**src/roi_csr_pkg.sv**
```systemverilog
// Notes on behaviour
// - Mode base is F0000000h plus four times pointer
// - Any mode block access recomputes both error flags
// - Access refreshes mode registers; apply bit self-clears
// - No capture start while scalable format is on and the active mode flags error
// - Initialize or reset restores default pixel format
// - Packet inquiry always shows fixed size granule
// - Vendor codings 128-255; 132 mono12, 136 raw12
// - Temperature on/off bit always reads on
// - Temperature presence bit always reads one
// - Temperature value field is live and read-only
// - Temperature value is tenths of a degree Celsius
// - Temperature clamped to -55..150, quarter degree steps
package roi_csr_pkg;
    // ------------------------------------------------------------
    // Address map
    // ------------------------------------------------------------
    localparam logic [31:0] csr_space_base   = 32'hf0000000;
    localparam logic [31:0] mode0_ptr_addr   = 32'hf0f002e0;
    localparam logic [31:0] mode1_ptr_addr   = 32'hf0f002e4;
    localparam logic [31:0] mode0_ptr_value  = 32'h003c2000;
    localparam logic [31:0] mode1_ptr_value  = 32'h003c2400;
    localparam logic [31:0] mode0_base       = csr_space_base + (mode0_ptr_value << 2);
    localparam logic [31:0] mode1_base       = csr_space_base + (mode1_ptr_value << 2);
    localparam logic [31:0] thermal_addr     = 32'hf0f0082c;
    localparam int          mode_span_bits   = 7;

    // Offsets inside a mode block
    localparam logic [6:0] off_max_extent    = 7'h00;
    localparam logic [6:0] off_step_unit     = 7'h04;
    localparam logic [6:0] off_origin        = 7'h08;
    localparam logic [6:0] off_extent        = 7'h0c;
    localparam logic [6:0] off_format_select = 7'h10;
    localparam logic [6:0] off_format_cap    = 7'h14;
    localparam logic [6:0] off_vendor_cap    = 7'h24;
    localparam logic [6:0] off_pixel_count   = 7'h34;
    localparam logic [6:0] off_bytes_upper   = 7'h38;
    localparam logic [6:0] off_bytes_lower   = 7'h3c;
    localparam logic [6:0] off_packet_params = 7'h40;
    localparam logic [6:0] off_payload_len   = 7'h44;
    localparam logic [6:0] off_value_setting = 7'h7c;

    // ------------------------------------------------------------
    // Field positions (bit 0 of the map is the word's MSB)
    // ------------------------------------------------------------
    localparam int presence_pos  = 31;
    localparam int abs_ctrl_pos  = 30;
    localparam int on_off_pos    = 25;
    localparam int setting_pos   = 30;
    localparam int err1_pos      = 23;
    localparam int err2_pos      = 22;
    localparam int code_pos      = 24;

    // ------------------------------------------------------------
    // Pixel codings
    // ------------------------------------------------------------
    localparam logic [7:0] coding_mono8                  = 8'h00;
    localparam logic [7:0] coding_mono16                 = 8'h05;
    localparam logic [7:0] packed_twelve_bit_mono_coding = 8'h84;
    localparam logic [7:0] packed_twelve_bit_raw_coding  = 8'h88;
    localparam logic [7:0] vendor_coding_first           = 8'h80;

    // ------------------------------------------------------------
    // Inquiry values and reset values
    // ------------------------------------------------------------
    localparam logic [15:0] max_width       = 16'h0800;
    localparam logic [15:0] max_height      = 16'h0600;
    localparam logic [15:0] unit_width      = 16'h0004;
    localparam logic [15:0] unit_height     = 16'h0002;
    localparam logic [15:0] packet_size_granule = 16'h0004;
    localparam logic [15:0] packet_max_bytes    = 16'h1000;
    localparam logic [31:0] format_cap_value    = 32'h84000000;
    localparam logic [7:0]  format_default      = coding_mono8;
    localparam logic [15:0] payload_default     = 16'h1000;

    // ------------------------------------------------------------
    // Temperature scaling, quarter degrees in, tenths out
    // ------------------------------------------------------------
    localparam logic signed [11:0] temp_min_tenths = -12'sd550;
    localparam logic signed [11:0] temp_max_tenths = 12'sd1500;
endpackage : roi_csr_pkg

```
**src/roi_mode_if.sv**
```systemverilog
`timescale 1ns/1ps
`default_nettype none
// Settings of one mode and the checks derived from them
interface roi_mode_if;
    logic [31:0] origin;
    logic [31:0] extent;
    logic [7:0]  coding;
    logic [15:0] payload;
    logic        err_first;
    logic        err_second;
    logic [31:0] pixels;
    logic [31:0] bytes;
    modport bank  (output origin, extent, coding, payload,
                   input  err_first, err_second, pixels, bytes);
    modport check (input  origin, extent, coding, payload,
                   output err_first, err_second, pixels, bytes);
endinterface : roi_mode_if
`default_nettype wire

```
**src/roi_mode_csr.sv**
```systemverilog
`timescale 1ns/1ps
`default_nettype none
module roi_mode_csr (
    // Clock and reset
    input  wire logic               clock,
    input  wire logic               srst,
    // Quadlet access port
    input  wire logic               acc_req,
    input  wire logic               acc_write,
    input  wire logic [31:0]        acc_addr,
    input  wire logic [31:0]        acc_wdata,
    output logic                    acc_ack_r,
    output logic [31:0]             acc_rdata_r,
    // Camera control
    input  wire logic               initialize,
    input  wire logic               scalable_format_on,
    input  wire logic               active_mode,
    input  wire logic               capture_req,
    output logic                    capture_start_r,
    output logic                    capture_refused_r,
    output logic                    settings_apply_r,
    // Sensor temperature, quarter degrees
    input  wire logic signed [11:0] sensor_quarter_deg
);
    // ------------------------------------------------------------
    // Decode
    // ------------------------------------------------------------
    localparam int ab = roi_csr_pkg::mode_span_bits;

    roi_mode_if mode_if [2] ();

    logic [1:0]  hit;
    logic [6:0]  off;
    logic        wr;
    logic        hit_thermal;
    logic [11:0] tenths;
    logic [31:0] origin_r   [2];
    logic [31:0] extent_r   [2];
    logic [7:0]  coding_r   [2];
    logic [15:0] payload_r  [2];
    logic [1:0]  err1_r;
    logic [1:0]  err2_r;
    logic [31:0] mode_rd    [2];
    logic [31:0] rdata_nxt;
    logic        abs_ctrl_r;

    assign hit[0]      = acc_req && (acc_addr[31:ab] == roi_csr_pkg::mode0_base[31:ab]);
    assign hit[1]      = acc_req && (acc_addr[31:ab] == roi_csr_pkg::mode1_base[31:ab]);
    assign off         = acc_addr[ab-1:0];
    assign wr          = acc_req && acc_write;
    assign hit_thermal = acc_req && (acc_addr == roi_csr_pkg::thermal_addr);

    thermal_scale u_thermal (
        .clock       (clock),
        .srst        (srst),
        .quarter_deg (sensor_quarter_deg),
        .tenths_r    (tenths)
    );

    // ------------------------------------------------------------
    // Per-mode register blocks
    // ------------------------------------------------------------
    for (genvar i = 0; i < 2; i++) begin : g_mode
        roi_mode_check u_check (
            .m (mode_if[i].check)
        );

        assign mode_if[i].origin  = origin_r[i];
        assign mode_if[i].extent  = extent_r[i];
        assign mode_if[i].coding  = coding_r[i];
        assign mode_if[i].payload = payload_r[i];

        // Writable settings; inquiry writes fall through
        always_ff @(posedge clock) begin
            if (srst) begin
                origin_r[i]  <= 32'h00000000;
                extent_r[i]  <= {roi_csr_pkg::max_width, roi_csr_pkg::max_height};
                payload_r[i] <= roi_csr_pkg::payload_default;
            end else if (wr && hit[i]) begin
                unique case (off)
                    roi_csr_pkg::off_origin:      origin_r[i]  <= acc_wdata;
                    roi_csr_pkg::off_extent:      extent_r[i]  <= acc_wdata;
                    roi_csr_pkg::off_payload_len: payload_r[i] <= acc_wdata[31:16];
                    default: ;
                endcase
            end
        end

        // Pixel format, default after reset or initialize
        always_ff @(posedge clock) begin
            if (srst || initialize) begin
                coding_r[i] <= roi_csr_pkg::format_default;
            end else if (wr && hit[i] && (off == roi_csr_pkg::off_format_select)) begin
                coding_r[i] <= acc_wdata[31:roi_csr_pkg::code_pos];
            end
        end

        // Error flags recomputed on every block access
        always_ff @(posedge clock) begin
            if (srst) begin
                err1_r[i] <= 1'b0;
                err2_r[i] <= 1'b0;
            end else if (hit[i]) begin
                err1_r[i] <= mode_if[i].err_first;
                err2_r[i] <= mode_if[i].err_second;
            end
        end

        // Read view of one block, computed fresh per access
        always_comb begin
            mode_rd[i] = 32'h00000000;
            unique case (off)
                roi_csr_pkg::off_max_extent:
                    mode_rd[i] = {roi_csr_pkg::max_width, roi_csr_pkg::max_height};
                roi_csr_pkg::off_step_unit:
                    mode_rd[i] = {roi_csr_pkg::unit_width, roi_csr_pkg::unit_height};
                roi_csr_pkg::off_origin:
                    mode_rd[i] = origin_r[i];
                roi_csr_pkg::off_extent:
                    mode_rd[i] = extent_r[i];
                roi_csr_pkg::off_format_select:
                    mode_rd[i] = {coding_r[i], 24'h000000};
                roi_csr_pkg::off_format_cap:
                    mode_rd[i] = roi_csr_pkg::format_cap_value;
                roi_csr_pkg::off_vendor_cap: begin
                    // First vendor word: bit n is coding 128+n
                    mode_rd[i][31 - 32'(roi_csr_pkg::packed_twelve_bit_mono_coding
                                      - roi_csr_pkg::vendor_coding_first)] = 1'b1;
                    mode_rd[i][31 - 32'(roi_csr_pkg::packed_twelve_bit_raw_coding
                                      - roi_csr_pkg::vendor_coding_first)] = 1'b1;
                end
                roi_csr_pkg::off_pixel_count:
                    mode_rd[i] = mode_if[i].pixels;
                roi_csr_pkg::off_bytes_upper:
                    mode_rd[i] = 32'h00000000;
                roi_csr_pkg::off_bytes_lower:
                    mode_rd[i] = mode_if[i].bytes;
                roi_csr_pkg::off_packet_params:
                    mode_rd[i] = {roi_csr_pkg::packet_size_granule,
                                  roi_csr_pkg::packet_max_bytes};
                roi_csr_pkg::off_payload_len:
                    mode_rd[i] = {payload_r[i], roi_csr_pkg::packet_max_bytes};
                roi_csr_pkg::off_value_setting: begin
                    mode_rd[i][roi_csr_pkg::presence_pos] = 1'b1;
                    mode_rd[i][roi_csr_pkg::err1_pos]     = mode_if[i].err_first;
                    mode_rd[i][roi_csr_pkg::err2_pos]     = mode_if[i].err_second;
                end
                default: mode_rd[i] = 32'h00000000;
            endcase
        end
    end

    // ------------------------------------------------------------
    // Apply bit: pulse on write, never stored, reads zero
    // ------------------------------------------------------------
    always_ff @(posedge clock) begin
        if (srst) begin
            settings_apply_r <= 1'b0;
        end else begin
            settings_apply_r <= wr && (|hit) && (off == roi_csr_pkg::off_value_setting)
                             && acc_wdata[roi_csr_pkg::setting_pos];
        end
    end

    // ------------------------------------------------------------
    // Temperature register
    // ------------------------------------------------------------
    always_ff @(posedge clock) begin
        if (srst) begin
            abs_ctrl_r <= 1'b0;
        end else if (wr && hit_thermal) begin
            abs_ctrl_r <= acc_wdata[roi_csr_pkg::abs_ctrl_pos];
        end
    end

    // ------------------------------------------------------------
    // Read mux
    // ------------------------------------------------------------
    always_comb begin
        rdata_nxt = 32'h00000000;
        if (hit[0]) begin
            rdata_nxt = mode_rd[0];
        end else if (hit[1]) begin
            rdata_nxt = mode_rd[1];
        end else if (acc_addr == roi_csr_pkg::mode0_ptr_addr) begin
            rdata_nxt = roi_csr_pkg::mode0_ptr_value;
        end else if (acc_addr == roi_csr_pkg::mode1_ptr_addr) begin
            rdata_nxt = roi_csr_pkg::mode1_ptr_value;
        end else if (hit_thermal) begin
            rdata_nxt[roi_csr_pkg::presence_pos] = 1'b1;
            rdata_nxt[roi_csr_pkg::abs_ctrl_pos] = abs_ctrl_r;
            rdata_nxt[roi_csr_pkg::on_off_pos]   = 1'b1;
            rdata_nxt[11:0]                      = tenths;
        end
    end

    // Answer one cycle after each request
    always_ff @(posedge clock) begin
        if (srst) begin
            acc_ack_r   <= 1'b0;
            acc_rdata_r <= 32'h00000000;
        end else begin
            acc_ack_r   <= acc_req;
            acc_rdata_r <= (acc_req && !acc_write) ? rdata_nxt : 32'h00000000;
        end
    end

    // ------------------------------------------------------------
    // Capture gate
    // ------------------------------------------------------------
    always_ff @(posedge clock) begin
        if (srst) begin
            capture_start_r   <= 1'b0;
            capture_refused_r <= 1'b0;
        end else begin
            capture_start_r   <= capture_req && !(scalable_format_on
                              && (err1_r[active_mode] || err2_r[active_mode]));
            capture_refused_r <= capture_req && scalable_format_on
                              && (err1_r[active_mode] || err2_r[active_mode]);
        end
    end
endmodule : roi_mode_csr
`default_nettype wire

```
**src/roi_mode_check.sv**
```systemverilog
`timescale 1ns/1ps
`default_nettype none
module roi_mode_check (
    roi_mode_if.check m
);
    logic [15:0] left;
    logic [15:0] top;
    logic [15:0] width;
    logic [15:0] height;
    logic [16:0] right_end;
    logic [16:0] bottom_end;

    assign left       = m.origin[31:16];
    assign top        = m.origin[15:0];
    assign width      = m.extent[31:16];
    assign height     = m.extent[15:0];
    assign right_end  = {1'b0, left} + {1'b0, width};
    assign bottom_end = {1'b0, top} + {1'b0, height};
    assign m.pixels   = width * height;

    // Frame size from coding; packed twelve bit is 1.5 bytes
    always_comb begin
        unique case (m.coding)
            roi_csr_pkg::coding_mono16:                 m.bytes = {m.pixels[30:0], 1'b0};
            roi_csr_pkg::packed_twelve_bit_mono_coding,
            roi_csr_pkg::packed_twelve_bit_raw_coding:  m.bytes = m.pixels + {1'b0, m.pixels[31:1]};
            default:                                    m.bytes = m.pixels;
        endcase
    end

    // Geometry error: empty, out of sensor, off unit grid or unsupported coding
    assign m.err_first  = (width == 16'h0000) || (height == 16'h0000)
                       || (right_end > {1'b0, roi_csr_pkg::max_width})
                       || (bottom_end > {1'b0, roi_csr_pkg::max_height})
                       || ((left % roi_csr_pkg::unit_width) != 16'h0000)
                       || ((width % roi_csr_pkg::unit_width) != 16'h0000)
                       || ((top % roi_csr_pkg::unit_height) != 16'h0000)
                       || ((height % roi_csr_pkg::unit_height) != 16'h0000)
                       || !((m.coding == roi_csr_pkg::coding_mono8)
                         || (m.coding == roi_csr_pkg::coding_mono16)
                         || (m.coding == roi_csr_pkg::packed_twelve_bit_mono_coding)
                         || (m.coding == roi_csr_pkg::packed_twelve_bit_raw_coding));
    // Packet error: empty, too long or off granule
    assign m.err_second = (m.payload == 16'h0000)
                       || (m.payload > roi_csr_pkg::packet_max_bytes)
                       || ((m.payload % roi_csr_pkg::packet_size_granule) != 16'h0000);
endmodule : roi_mode_check
`default_nettype wire

```
**src/thermal_scale.sv**
```systemverilog
`timescale 1ns/1ps
`default_nettype none
module thermal_scale (
    input  wire logic               clock,
    input  wire logic               srst,
    input  wire logic signed [11:0] quarter_deg,
    output logic        [11:0]      tenths_r
);
    logic signed [14:0] tenths_nxt;

    // Quarter degrees times 2.5 gives tenths
    always_comb begin
        tenths_nxt = (15'(quarter_deg) * 15'sd5) >>> 1;
    end

    // Clamp into displayed range
    always_ff @(posedge clock) begin
        if (srst) begin
            tenths_r <= 12'h000;
        end else if (tenths_nxt < 15'(roi_csr_pkg::temp_min_tenths)) begin
            tenths_r <= roi_csr_pkg::temp_min_tenths;
        end else if (tenths_nxt > 15'(roi_csr_pkg::temp_max_tenths)) begin
            tenths_r <= roi_csr_pkg::temp_max_tenths;
        end else begin
            tenths_r <= tenths_nxt[11:0];
        end
    end
endmodule : thermal_scale
`default_nettype wire

```
**config.mk**
```make
export PLATFORM = sky130hd
export DESIGN_NAME = roi_mode_csr
export DESIGN_NICKNAME = d
export VERILOG_FILES = /design/src/roi_csr_pkg.sv /design/src/roi_mode_if.sv /design/src/roi_mode_csr.sv /design/src/roi_mode_check.sv /design/src/thermal_scale.sv
export SDC_FILE = /design/constraint.sdc
export NUM_CORES = 2
export LEC_CHECK = 0
export ABC_AREA = 0
export BUFFER_PORTS_ARGS = -buffer_cell sky130_fd_sc_hd__buf_2
export CAP_MARGIN = 20
export CORE_UTILIZATION = 40
export DETAILED_ROUTE_END_ITERATION = 7
export PLACE_DENSITY_LB_ADDON = 0.08
export SYNTH_ARGS = -nofsm -noshare
export SYNTH_HDL_FRONTEND = slang
export SYNTH_SLANG_ARGS = --single-unit
```
**constraint.sdc**
```tcl
create_clock -name clock -period 19.7 [get_ports clock]
set_input_delay 4.925 -clock clock [delete_from_list [all_inputs] [get_ports clock]]
set_output_delay 4.925 -clock clock [all_outputs]
set_load 0.03 [all_outputs]
```
==> impl_metrics.ini <==
[run_status]
status = finished clean

[critical_path]
cp-start-kind = flip-flop
ff2ff_path_depth = 28
slowest_stage = edfxtp_1
cp.arrival_ns = 10.10
worst-path-max-fanout = 19
r2r_end = acc_rdata_r[28]
crit_top_cell = fa_1
cpPeakStageDelay_ns = 0.91
path_class = flip-flop to flip-flop
worst_setup_path_end_kind = flip-flop
crit_required_ns = 20.21
rrSetupSlack_ns = 10.11
r2r-start = extent_r[0][28]

[worst_hold_path]
min_from = err1_r[1]
whs_endpoint = err1_r[1]
hold_depth = 2
min_path_type = flip-flop to flip-flop

[synthesis]
async_flop_share_pct = 0
synthCells = 3996
syn-num-nets = 4830
synth_edf_count = 176
ys_types = 88
synth_top_area_share_pct = 22.5
yosysTopAreaCell = fa_1
synth_warnings = 0
ys_seq_elements = 229
synth_area_leaders = fa_1, edfxtp_1, ha_1
synth_area_mm2 = 0.0352
syn-mean-instance-area_um2 = 8.81
ys_seq_area_share_pct = 18.0
ys.flop_type = edfxtp_1

[global_route]
grt_pass1_vias = 29400
gr-total-overflow = 0
grt_max_degree = 51
track_usage_pct = 29.0
antenna_found_initial = 11
grt_first_pass_wirelength_um = 194000

[timing]
hold_viol = 0
finalSetupTns_ns = 0
setup_violations = 0
slew_viol_final = 0
slew_headroom_pct = 24.0
grt_setup_unrepaired = false
fmax_mhz = 104
fin_skew_ns = 0.0426
fin_crit_sh_pct = 48.7
tightest_slew_ns = 1.14
timing.hold.ws_ns = 0.499
min_period_ns = 9.59

[placed_design]
dp_hpwl_um = 99500
io_buffers = 119
place_congestion = 0.953

[clock_tree]
root_buffer = clkbuf_16
cts_tree = built
cts_buffer_depth = 3
htree_levels = 1
ctsResizeCount = 0
clock_latency_ns = 0.62
cts_hold_buf = 0
clkSinkCount = 229
post_cts.repair.setup_buffers = 0
numCtsBuffers = 30
path_clk_slew_ns = 0.06

[detailed_routing]
firstDrtPassIters = 6
detail_route.wl_per_cell_um = 24.7
ant_nets = 0
drt_iter0_drc = 2939
wirelength_um = 129000
drc_errors = 0
via_per_inst = 5.71
vias = 29800

[die]
rows = 108
die_height_um = 299
die_area_mm2 = 0.0892
core-area_mm2 = 0.0869
die_w_um = 299
io_pins = 120
start_util_pct = 40.5

[finish]
seq_area_mm2 = 0.00635
area_delta_synth_final_pct = 8.29
nNetsFinal = 4875
n_fill_cell = 8674
multi_input_area_mm2 = 0.0263
drive_gt1_share_pct = 7.33

[flow_run]
max-cap-violations = 0
placed cells by master, fill, tap and decap left out, types with 10 or more instances in the layout:
cell,synthesis,final
o21bai_1,28,27
or3_1,11,11
and3_1,16,16
o21ai_0,155,154
inv_1,527,527
a21oi_1,236,236
nand2_1,425,425
nand2b_1,39,39
o31ai_1,13,13
a21o_1,61,61
xor2_1,48,48
nor2_1,173,172
o22ai_1,16,16
a22oi_1,31,31
fa_1,395,395
dfxtp_1,53,53
nor4_1,41,36
clkbuf_16,0,30
o211ai_1,13,13
ha_1,355,355
xnor2_1,87,87
a31o_2,10,10
buf_2,6,118
nand3_1,56,56
nor2b_1,30,30
buf_4,0,64
nand4_1,25,25
a211oi_1,22,22
nor3_1,58,50
a222oi_1,22,22
mux2i_1,47,47
edfxtp_1,176,176
o221ai_1,15,15
a221oi_1,27,27
a31oi_1,18,18
and2_1,409,409
mux2_2,17,17
a221o_1,11,11
o21a_1,25,25
per-layer routing:
metal	track usage, %	share of wire, %	vias to the layer above
met5	0	0	-
met4	7.84	3.3	0
met3	4.71	8.1	192
met1	45.2	48	14800
li1	-	-	13600
met2	41.0	40	1189
logic make-up after synthesis:
| group | share of synthesized area (%) |
|---|---|
| adder cells (fa/ha/maj) | 35.1 |
| XOR/XNOR | 3.47 |
| multiplexers | 1.88 |
| buffers and inverters | 7.46 |
| flip-flops | 18.0 |
| AND/OR/NAND/NOR | 19.4 |
| AO/OA/AOI/OAI | 14.7 |
cell usage after synthesis (all sizes together) (41+ instances only):
| master | instances |
|---|---|
| and2 | 409 |
| nand2 | 425 |
| edfxtp | 176 |
| ha | 355 |
| mux2i | 47 |
| fa | 395 |
| a21o | 62 |
| xnor2 | 88 |
| xor2 | 48 |
| o21ai | 162 |
| clkbuf | 155 |
| nand3 | 56 |
| dfxtp | 53 |
| nor4 | 41 |
| nor2 | 173 |
| inv | 527 |
| a21oi | 238 |
| nor3 | 59 |
registers in the layout (all words and copies together) (netlist names):
name and cells:
u_thermal.tenths_r 12, payload_r 32, abs_ctrl_r 1, coding_r 16, origin_r 64, acc_rdata_r 32
capture_start_r 1, extent_r 64, acc_ack_r 1, err2_r 2, capture_refused_r 1, err1_r 2
settings_apply_r 1
layout make-up:
type	count	share of cell area [%]
multi-input combinational	3070	69.0
sequential	229	16.7
inverter	527	5.19
tap	1155	3.79
timing repair buffer	183	2.86
clock buffer	38	2.05
clock inverter	16	0.410
antenna	1	0.00657
worst max-delay path: cells and delay by family (launching register included):
family / cells / cell delay, ns
fa+ha+maj: 8 / 3.77
compound gates: 10 / 2.89
simple gates: 6 / 1.36
flops: 1 / 0.91
xor+xnor: 1 / 0.42
buf+inv: 3 / 0.15
per-stage QoR:
step	util, %	instances	setup WS, ns	area (um^2)
3_5_place_dp	42.8	5164	10.30	37200
2_1_floorplan	-	3996	11.31	35200
6_report	43.8	5219	10.11	38100
3_3_place_gp	42.7	5163	10.40	37100
4_1_cts	43.8	5218	10.26	38100
5_1_grt	43.8	5219	9.61	38100
worst max-delay path by stage:
stage,slack (ns),cells past startpoint,end,start
6_report,10.11,28,acc_rdata_r[28],extent_r[0][28]
5_1_grt,9.61,29,acc_rdata_r[30],extent_r[0][28]
4_1_cts,10.26,28,acc_rdata_r[28],extent_r[0][28]
3_5_place_dp,10.30,28,acc_rdata_r[28],extent_r[0][28]
3_3_place_gp,10.40,28,acc_rdata_r[28],extent_r[0][1]
2_1_floorplan,11.31,31,acc_rdata_r[28],extent_r[0][1]
Power is left out: the tool's default activity adds up to more than one toggle a clock period on the data nets, which glitch-free logic cannot reach.
